<file path="src/rtl/es_health_defines.svh">
// Purpose: Offsets, field positions, reset values and counts of the
//          entropy source health and status control block.
// Assumes: Byte addresses on a 32-bit Avalon-MM slave.
// Notes:   Definitions only.
`ifndef ES_HEALTH_DEFINES_SVH
`define ES_HEALTH_DEFINES_SVH

// ----------------------------------------------------------------
// Register offsets (byte addresses)
// ----------------------------------------------------------------
`define OFS_SEED        5'h00
`define OFS_EVT_STATUS  5'h04
`define OFS_EVT_MASK    5'h08
`define OFS_CTRL        5'h0C
`define OFS_NOISE       5'h10

// ----------------------------------------------------------------
// Field positions and encodings
// ----------------------------------------------------------------
`define OPERATIONAL_STATUS_FIELD_HI         31
`define OPERATIONAL_STATUS_FIELD_LO         30
`define OPERATIONAL_STATUS_FIELD_SELFTEST   2'h0
`define OPERATIONAL_STATUS_FIELD_WAIT       2'h1
`define OPERATIONAL_STATUS_FIELD_VALID      2'h2
`define OPERATIONAL_STATUS_FIELD_FATAL      2'h3
`define EVT_ALARM       0
`define EVT_FATAL       1
`define EVT_READY       2
`define EVT_TEST_DONE   3
`define EVT_W           4
`define CTRL_TEST_EN    0

// ----------------------------------------------------------------
// Reset values
// ----------------------------------------------------------------
`define EVT_MASK_RST    4'h0

// ----------------------------------------------------------------
// Widths in bits, and counts in noise samples
// ----------------------------------------------------------------
`define SAMPLE_W        8
`define RAND_W          16
`define REP_ALARM_CUT   8'h20
`define REP_FATAL_CUT   8'h40
`define WIN_CUT         10'h040
`define START_SAMPLES   11'h400

`endif

</file>
<file path="src/rtl/es_health_pkg.sv">
// Purpose: Types of the entropy source health and status control block.
// Assumes: Used with es_health_defines.svh.
// Notes:   One-hot state codes.
package es_health_pkg;

   typedef enum logic [3:0] {
      ST_SELFTEST = 4'h1,
      ST_WAIT     = 4'h2,
      ST_VALID    = 4'h4,
      ST_FATAL    = 4'h8
   } es_state_t;

endpackage

</file>
<file path="src/rtl/es_health_ctrl.sv">
// Purpose: Health tests, start-up self-test and status control of an
//          entropy source, with a 32-bit Avalon-MM register slave.
// Assumes: Noise samples arrive synchronous to mclk_i, one per
//          noise_valid_i pulse.
// Notes:   Each access takes two cycles; see register map in defines.
//
// What this block does
// - Self-test runs after every reset, never on a software request.
// - During start-up self-test status reads self-test, data field zero.
// - A failing start-up self-test moves the block to fatal.
// - Continuous test or sensor error stops the main random output; the raw noise port stays live when enabled.
// - Non-critical alarm moves a live state back to self-test.
// - Critical failure moves straight to fatal, no intermediate state.
// - Health counters and references are never readable.
// - Window hit count zeroized every window; all health state by reset.
// - Any hardware test failure ends at least in self-test.
// - Each read returning random data wipes the output word.
// - Valid status and data only for a complete conditioned word.
// - Raw noise test port and main output never live together.
// - Status field: 11 fatal, 00 self-test.
// - Sixteen random bits per read, in the low bits.
// - Repeat counter restarts on change; cutoff raises alarm or fatal.
// - Every W'th sample is a reference counted over the rest of its own window.
`timescale 1ns/1ps
`default_nettype none
`include "es_health_defines.svh"

module es_health_ctrl (
   input  wire logic                   mclk_i,
   input  wire logic                   rst_n_i,
   input  wire logic [4:0]             address_i,
   input  wire logic                   read_i,
   input  wire logic                   write_i,
   input  wire logic [31:0]            writedata_i,
   output logic      [31:0]            readdata_o,
   output logic                        waitrequest_o,
   input  wire logic [`SAMPLE_W-1:0]   noise_i,
   input  wire logic                   noise_valid_i,
   input  wire logic                   env_alarm_i,
   output logic                        irq_o
);

   // ----------------------------------------------------------------
   // Declarations
   // ----------------------------------------------------------------
   es_health_pkg::es_state_t   state_reg;
   es_health_pkg::es_state_t   state_next;
   logic                       boot_reg;
   logic [10:0]                pass_cnt_reg;
   logic [`SAMPLE_W-1:0]       last_reg;
   logic [7:0]                 rep_cnt_reg;
   logic [8:0]                 win_cnt_reg;
   logic [`SAMPLE_W-1:0]       ref_reg;
   logic [9:0]                 hit_cnt_reg;
   logic [`RAND_W-1:0]         acc_reg;
   logic [3:0]                 bit_cnt_reg;
   logic [`RAND_W-1:0]         word_reg;
   logic [`SAMPLE_W-1:0]       noise_reg;
   logic                       test_en_reg;
   logic [`EVT_W-1:0]          evt_reg;
   logic [`EVT_W-1:0]          mask_reg;
   logic [`EVT_W-1:0]          evt_set;
   logic [`EVT_W-1:0]          evt_rd_reg;
   logic                       wipe_pend_reg;
   logic                       rep_alarm;
   logic                       rep_fatal;
   logic                       win_alarm;
   logic                       alarm;
   logic                       fatal;
   logic                       word_done;
   logic                       req;
   logic                       done;
   logic [31:0]                rd_mux;

   function automatic logic [1:0] operational_status_field_of(input es_health_pkg::es_state_t s);
      unique case (s)
         es_health_pkg::ST_SELFTEST: operational_status_field_of = `OPERATIONAL_STATUS_FIELD_SELFTEST;
         es_health_pkg::ST_WAIT:     operational_status_field_of = `OPERATIONAL_STATUS_FIELD_WAIT;
         es_health_pkg::ST_VALID:    operational_status_field_of = `OPERATIONAL_STATUS_FIELD_VALID;
         default:                    operational_status_field_of = `OPERATIONAL_STATUS_FIELD_FATAL;
      endcase
   endfunction

   function automatic logic hit(input logic [4:0] a, input logic [4:0] ofs);
      hit = (a == ofs);
   endfunction

   // ----------------------------------------------------------------
   // Avalon-MM handshake
   // ----------------------------------------------------------------
   // Request seen with waitrequest high: answer next cycle. The edge
   // with waitrequest low is the one where the access takes effect.
   assign req  = read_i | write_i;
   assign done = req & ~waitrequest_o;

   always_ff @(posedge mclk_i or negedge rst_n_i) begin
      if (!rst_n_i) begin
         waitrequest_o <= 1'b1;
      end else begin
         waitrequest_o <= ~(req & waitrequest_o);
      end
   end

   // Only status, flags, mask, control and gated data are muxed here.
   // private counters
   always_comb begin
      rd_mux = 32'h0000_0000;
      if (hit(address_i, `OFS_SEED)) begin
         rd_mux[`OPERATIONAL_STATUS_FIELD_HI:`OPERATIONAL_STATUS_FIELD_LO] = operational_status_field_of(state_reg);
         if (state_reg == es_health_pkg::ST_VALID) begin
            rd_mux[`RAND_W-1:0] = word_reg;
         end
      end else if (hit(address_i, `OFS_EVT_STATUS)) begin
         rd_mux[`EVT_W-1:0] = evt_reg;
      end else if (hit(address_i, `OFS_EVT_MASK)) begin
         rd_mux[`EVT_W-1:0] = mask_reg;
      end else if (hit(address_i, `OFS_CTRL)) begin
         rd_mux[`CTRL_TEST_EN] = test_en_reg;
      end else if (hit(address_i, `OFS_NOISE)) begin
         if (test_en_reg) begin
            rd_mux[`SAMPLE_W-1:0] = noise_reg;
         end
      end
   end

   // Data and side-effect flags are captured together so that the wipe
   // and the clear act on exactly what the master is given.
   always_ff @(posedge mclk_i or negedge rst_n_i) begin
      if (!rst_n_i) begin
         readdata_o    <= 32'h0000_0000;
         evt_rd_reg    <= 4'h0;
         wipe_pend_reg <= 1'b0;
      end else if (read_i & waitrequest_o) begin
         readdata_o    <= rd_mux;
         evt_rd_reg    <= hit(address_i, `OFS_EVT_STATUS) ? evt_reg : 4'h0;
         wipe_pend_reg <= hit(address_i, `OFS_SEED) &
                          (state_reg == es_health_pkg::ST_VALID);
      end else if (done) begin
         evt_rd_reg    <= 4'h0;
         wipe_pend_reg <= 1'b0;
      end
   end

   // ----------------------------------------------------------------
   // Control and mask registers
   // ----------------------------------------------------------------
   always_ff @(posedge mclk_i or negedge rst_n_i) begin
      if (!rst_n_i) begin
         mask_reg    <= `EVT_MASK_RST;
         test_en_reg <= 1'b0;
      end else if (done & write_i) begin
         if (hit(address_i, `OFS_EVT_MASK)) begin
            mask_reg <= writedata_i[`EVT_W-1:0];
         end
         if (hit(address_i, `OFS_CTRL)) begin
            test_en_reg <= writedata_i[`CTRL_TEST_EN];
         end
      end
   end

   always_ff @(posedge mclk_i or negedge rst_n_i) begin
      if (!rst_n_i) begin
         noise_reg <= 8'h00;
      end else if (!test_en_reg) begin
         noise_reg <= 8'h00;
      end else if (noise_valid_i) begin
         noise_reg <= noise_i;
      end
   end

   // ----------------------------------------------------------------
   // Repetition test
   // ----------------------------------------------------------------
   // repeat cutoffs
   assign rep_alarm = noise_valid_i & (noise_i == last_reg) &
                      (rep_cnt_reg + 8'h01 == `REP_ALARM_CUT);
   assign rep_fatal = noise_valid_i & (noise_i == last_reg) &
                      (rep_cnt_reg + 8'h01 == `REP_FATAL_CUT);

   always_ff @(posedge mclk_i or negedge rst_n_i) begin
      if (!rst_n_i) begin
         last_reg    <= 8'h00;
         rep_cnt_reg <= 8'h00;
      end else if (noise_valid_i) begin
         last_reg <= noise_i;
         if (noise_i != last_reg) begin
            rep_cnt_reg <= 8'h00;
         end else if (rep_cnt_reg != 8'hFF) begin
            rep_cnt_reg <= rep_cnt_reg + 8'h01;
         end
      end
   end

   // ----------------------------------------------------------------
   // Window test
   // ----------------------------------------------------------------
   assign win_alarm = noise_valid_i & (win_cnt_reg != 9'h000) &
                      (noise_i == ref_reg) &
                      (hit_cnt_reg + 10'h001 == `WIN_CUT);

   always_ff @(posedge mclk_i or negedge rst_n_i) begin
      if (!rst_n_i) begin
         win_cnt_reg <= 9'h000;
         ref_reg     <= 8'h00;
         hit_cnt_reg <= 10'h000;
      end else if (noise_valid_i) begin
         win_cnt_reg <= win_cnt_reg + 9'h001;
         if (win_cnt_reg == 9'h000) begin
            ref_reg     <= noise_i;
            hit_cnt_reg <= 10'h000;
         end else if (noise_i == ref_reg && hit_cnt_reg != 10'h3FF) begin
            hit_cnt_reg <= hit_cnt_reg + 10'h001;
         end
      end
   end

   // Critical: repeat fatal cutoff or sensor; non-critical otherwise.
   // error stops
   assign fatal = rep_fatal | env_alarm_i;
   assign alarm = rep_alarm | win_alarm;

   // ----------------------------------------------------------------
   // Conditioner
   // ----------------------------------------------------------------
   // One bit per sample by parity fold; a word counts only when all
   // sixteen bits were gathered in the waiting state.
   assign word_done = noise_valid_i & ~alarm & ~fatal &
                      (state_reg == es_health_pkg::ST_WAIT) &
                      ~test_en_reg & (bit_cnt_reg == 4'hF);

   always_ff @(posedge mclk_i or negedge rst_n_i) begin
      if (!rst_n_i) begin
         acc_reg     <= 16'h0000;
         bit_cnt_reg <= 4'h0;
      end else if (state_reg != es_health_pkg::ST_WAIT || test_en_reg) begin
         acc_reg     <= 16'h0000;
         bit_cnt_reg <= 4'h0;
      end else if (noise_valid_i) begin
         acc_reg     <= {acc_reg[`RAND_W-2:0], ^noise_i};
         bit_cnt_reg <= bit_cnt_reg + 4'h1;
      end
   end

   always_ff @(posedge mclk_i or negedge rst_n_i) begin
      if (!rst_n_i) begin
         word_reg <= 16'h0000;
      end else if (word_done) begin
         word_reg <= {acc_reg[`RAND_W-2:0], ^noise_i};
      end else if (state_next != es_health_pkg::ST_VALID) begin
         word_reg <= 16'h0000;
      end
   end

   // ----------------------------------------------------------------
   // Status state machine
   // ----------------------------------------------------------------
   always_comb begin
      state_next = state_reg;
      unique case (state_reg)
         es_health_pkg::ST_SELFTEST: begin
            if (fatal || (alarm && boot_reg)) begin
               state_next = es_health_pkg::ST_FATAL;
            end else if (noise_valid_i && !alarm &&
                         pass_cnt_reg == `START_SAMPLES - 11'h001) begin
               state_next = es_health_pkg::ST_WAIT;
            end
         end
         es_health_pkg::ST_WAIT, es_health_pkg::ST_VALID: begin
            if (fatal) begin
               state_next = es_health_pkg::ST_FATAL;
            end else if (alarm) begin
               state_next = es_health_pkg::ST_SELFTEST;
            end else if (word_done) begin
               state_next = es_health_pkg::ST_VALID;
            end else if (state_reg == es_health_pkg::ST_VALID &&
                         ((done && wipe_pend_reg) || test_en_reg)) begin
               state_next = es_health_pkg::ST_WAIT;
            end
         end
         es_health_pkg::ST_FATAL: state_next = es_health_pkg::ST_FATAL;
         default: state_next = es_health_pkg::ST_FATAL;
      endcase
   end

   always_ff @(posedge mclk_i or negedge rst_n_i) begin
      if (!rst_n_i) begin
         state_reg <= es_health_pkg::ST_SELFTEST;
      end else begin
         state_reg <= state_next;
      end
   end

   // Boot flag marks the start-up run; the pass counter restarts on
   // every alarm so recovery needs a full clean run.
   // self-test period
   always_ff @(posedge mclk_i or negedge rst_n_i) begin
      if (!rst_n_i) begin
         boot_reg     <= 1'b1;
         pass_cnt_reg <= 11'h000;
      end else begin
         if (state_reg == es_health_pkg::ST_SELFTEST &&
             state_next == es_health_pkg::ST_WAIT) begin
            boot_reg <= 1'b0;
         end
         if (state_reg != es_health_pkg::ST_SELFTEST || alarm) begin
            pass_cnt_reg <= 11'h000;
         end else if (noise_valid_i) begin
            pass_cnt_reg <= pass_cnt_reg + 11'h001;
         end
      end
   end

   // ----------------------------------------------------------------
   // Events and interrupt
   // ----------------------------------------------------------------
   always_comb begin
      evt_set                 = 4'h0;
      evt_set[`EVT_ALARM]     = (state_reg != es_health_pkg::ST_FATAL) &
                                (state_next == es_health_pkg::ST_SELFTEST) &
                                (state_reg != es_health_pkg::ST_SELFTEST);
      evt_set[`EVT_FATAL]     = (state_reg != es_health_pkg::ST_FATAL) &
                                (state_next == es_health_pkg::ST_FATAL);
      evt_set[`EVT_READY]     = word_done;
      evt_set[`EVT_TEST_DONE] = (state_reg == es_health_pkg::ST_SELFTEST) &
                                (state_next == es_health_pkg::ST_WAIT);
   end

   // Set wins over the read-clear in the same cycle.
   always_ff @(posedge mclk_i or negedge rst_n_i) begin
      if (!rst_n_i) begin
         evt_reg <= 4'h0;
      end else begin
         evt_reg <= (evt_reg & ~(done ? evt_rd_reg : 4'h0)) | evt_set;
      end
   end

   always_ff @(posedge mclk_i or negedge rst_n_i) begin
      if (!rst_n_i) begin
         irq_o <= 1'b0;
      end else begin
         irq_o <= |(evt_reg & mask_reg);
      end
   end

endmodule // es_health_ctrl
`default_nettype wire

</file>
<file path="config.mk">
export PLATFORM = sky130hd
export DESIGN_NAME = es_health_ctrl
export DESIGN_NICKNAME = d
export VERILOG_FILES = /design/src/rtl/es_health_pkg.sv /design/src/rtl/es_health_ctrl.sv
export VERILOG_INCLUDE_DIRS = /design/src /design/src/rtl
export SDC_FILE = /design/constraint.sdc
export NUM_CORES = 1
export LEC_CHECK = 0
export ABC_AREA = 1
export BUFFER_PORTS_ARGS = -buffer_cell sky130_fd_sc_hd__buf_2
export CORE_MARGIN = 2
export CORE_UTILIZATION = 50
export DETAILED_ROUTE_END_ITERATION = 8
export PLACE_DENSITY = 0.7
export SKIP_CTS_REPAIR_TIMING = 1
export SYNTH_ARGS = -nofsm -noshare
export SYNTH_HDL_FRONTEND = slang
export SYNTH_SLANG_ARGS = --single-unit
</file>
<file path="constraint.sdc">
create_clock -name mclk_i -period 2.6 [get_ports mclk_i]
set_input_delay 0.65 -clock mclk_i [delete_from_list [all_inputs] [get_ports mclk_i]]
set_output_delay 0.65 -clock mclk_i [all_outputs]
set_load 0.1 [all_outputs]
</file>
==> summary.md <==
| Metric | Value |
|---|---|
| Post-synthesis compound-gate area fraction | between 10% and 20% |
| Register area share after synthesis | between 50% and 60% |
| Vias per Instance | between 5 and 6 |
| Achievable Freq | 439.7 MHz |
| Die X | 119.9 µm |
| Synth Area in Adders | under 10% |
| Final TNS setup | 0 ns |
| Crit-path slowest cell | dfrtp_1 |
| First-pass GRT wire length | 24580 µm |
| Final Cell Area | 0.007771 mm² |
| Outcome | finished, final reports clean |
| Ys Warns | 0 |
| WL per Instance | approximately 14 µm |
| ANT cells | 0 |
| Placer Congestion | 0.8873 |
| Arr. time, crit path | about 2.6 ns |
| VDD IR max | 0.0003877 V |
| Overall routed net length | between 10000 and 15000 µm |
| CTS max path bufs | 2 |
| Clock Latency Late Sink | about 0.42 ns |
| I/O Pins | 85 |
| RSZ-0062 raised after global routing | false |
| Multi-input gate area in the final layout | ~0.0028 mm² |
| Synth area leaders | dfrtp_1, nand2_1, inv_1 |
| Initial antenna violation count | 0 |
| Most common cell after layout, fill and taps aside | nand2_1 |
| Hold Vio Cnt, Final | 0 |
| Startpoint types | flop |
| Clk root buf | clkbuf_16 |
| FF+latch count, synth | roughly 140 |
| Cell taking the most area after synthesis | dfrtp_1 |
| Data required, critical path | 2.95 ns |
| Die Ht | about 120 µm |
| Mapped Avg Cell Area | between 8 and 9 µm² |
| Pre-Repair DR Iteration Count | 5 |
| Remaining antenna violation count | 0 |
| HP Class | in2async |
| Max reg flops | 18 |
| Reg clk slew, reported paths | roughly 0.070 ns |
| Crit end category | flop |
| Top-area cell type share of the netlist area | 49.59% |
| Yosys cell types | 40 |
| Iter 0 DRT Violations | about 350 |
| Syn Inst Count | between 700 and 800 |
| Main synth FF type | dfrtp_1 |
| DRC | 0 |
| Main combinational cell family by area after synthesis | simple AND/OR/NAND/NOR gates |
| Port bufs | 42 |
| H-tree depth | 4 |
| CTS Buf Count | 17 |
| Overall routing resource usage | 21.57% |
| Final Cycle Share | 87.48% |
| Post-synthesis async set-or-reset flop share | 100.0% |
| Reg2Reg Depth | 15 |
| CP max stage delay | 0.40 ns |
| HPWL Detailed | ~10000 µm |
| Placed inst area | approximately 0.0072 mm² |
| Area growth from synthesis to layout | 15.79% |
| Worst-margin pin slew | between 0.8 and 0.9 ns |
| Commonest non-fill, non-tap cells in the layout | nand2_1, dfrtp_1, inv_1, nor2_1, o21ai_0 |
| Max-Cap Viols | 0 |
| Util after Layout | 58.92% |
| Max Slew Vio Count | 0 |
| Mux contribution to synthesized area | 0.6525% |
| Post-synthesis simple-gate area fraction | 22.82% |
| Rows | 42 |
| Mapped Area | 0.006711 mm² |
| Filler Cell Count | about 1200 |
| Clock Sinks | about 140 |
| Critical path class | reg2reg |
| Critical path peak fanout | 11 |
| Die area | about 0.014 mm² |
| Slew headroom | a little under half |
| # setup viols final | 0 |
| Proportion of layout cells with a drive suffix above 1 | about 16% |
| Vias in the first global route | about 5300 |
| Initial cell density of the core | about half |
| P_leak | slightly below 4 nW |
| Core Box Area | 0.01319 mm² |
| Critical path's most frequent cell | nand2_4 |
| Skew final | slightly below 0.01 ns |
| Remaining Overflow, GRT | 0 |
| Synth Area in XOR/XNOR | 3.654% |
| CTS tree | done |
| # nets final | roughly 900 |
| Min cycle time layout | about 2.3 ns |
| Via count | roughly 5300 |
| Post-synth EDFFs | 0 |
| Register area | 0.003407 mm² |
| Critical-path cell list | inv_1 > ha_1 > nand2_1 > nor2_1 > nand2_1 > nand4_1 > nor2_1 > nand3_1 > nand2_4 > nor2_8 > nand2_4 > nor2_8 > buf_4 > nand2_4 > o21ai_2 |
| Cell Pwr Density | between 600 and 700 mW/mm² |
| Maximum number of pins on one net before global-route repair | 63 |
## final timing paths
path,start,to,slack [ns]
max,win_cnt_reg[1],word_reg[8],0.33
min,rst_n_i,bit_cnt_reg[3],0.20
max reg2reg,win_cnt_reg[1],word_reg[8],0.33
min reg2reg,bit_cnt_reg[3],bit_cnt_reg[3],0.46
max in group asynchronous,rst_n_i,readdata_o[15],1.69
min in group mclk_i,read_i,waitrequest_o,0.41
## report_power, final
part           switching [mW]  internal (mW)
clock                   0.978           1.39
sequential             0.0993           2.24
combinational           0.519          0.176
## metrics by stage
stage	hold WS [ns]	instances	power, mW	setup WS (ns)
after floorplan	0.3544	787	2.887	0.5968
after global placement	0.4375	995	3.048	0.2505
after detailed placement	0.4605	995	3.074	0.2076
after CTS	0.2097	1027	5.450	0.3157
after global routing	0.2308	1027	5.641	0.1184
final	0.1992	1027	5.409	0.3255
## final cells by class
type | count | area share, %
Tap cell | 176 | 2.834
Multi-Input combinational cell | 513 | 35.50
Clock inverter | 13 | 1.723
Inverter | 111 | 5.361
Sequential cell | 136 | 43.84
Clock buffer | 19 | 5.828
Timing Repair Buffer | 59 | 4.911
## critical path, delay by kind of cell (launching register included)
kind | cells | cell delay [ns]
simple gates | 11 | 1.31
flops | 1 | 0.40
buf+inv | 2 | 0.29
fa+ha+maj | 1 | 0.16
compound gates | 1 | 0.04
## metal layers
layer / share of wire (%) / up-vias / track usage (%)
met5: 0 / - / 0
met1: 45 / 2614 / 27.25
li1: - / 2619 / -
met3: 3.1 / 21 / 4.325
met4: 2.0 / 0 / 9.338
met2: 50 / 92 / 36.11
## Yosys cell counts, types with 5 or more instances
cell type,n
nand2_1,196
dfrtp_1,133
inv_1,106
nor2_1,48
o21ai_0,44
nand3_1,34
o22ai_1,27
a21oi_1,21
xor2_1,16
buf_4,14
nand2_4,13
xnor2_1,12
clkbuf_1,10
o21ai_2,10
a22oi_1,8
a32o_1,8
ha_1,8
nor4_1,8
nand4_1,7
nor3_1,7
a31oi_1,5
## logic make-up after synthesis
family | count (synthesis)
buf+inv | 138
mux | 4
compound gates | 128
simple gates | 331
flops | 136
fa+ha+maj | 8
other cells | 1
xor+xnor | 28
(Power assumes the default switching activity.)
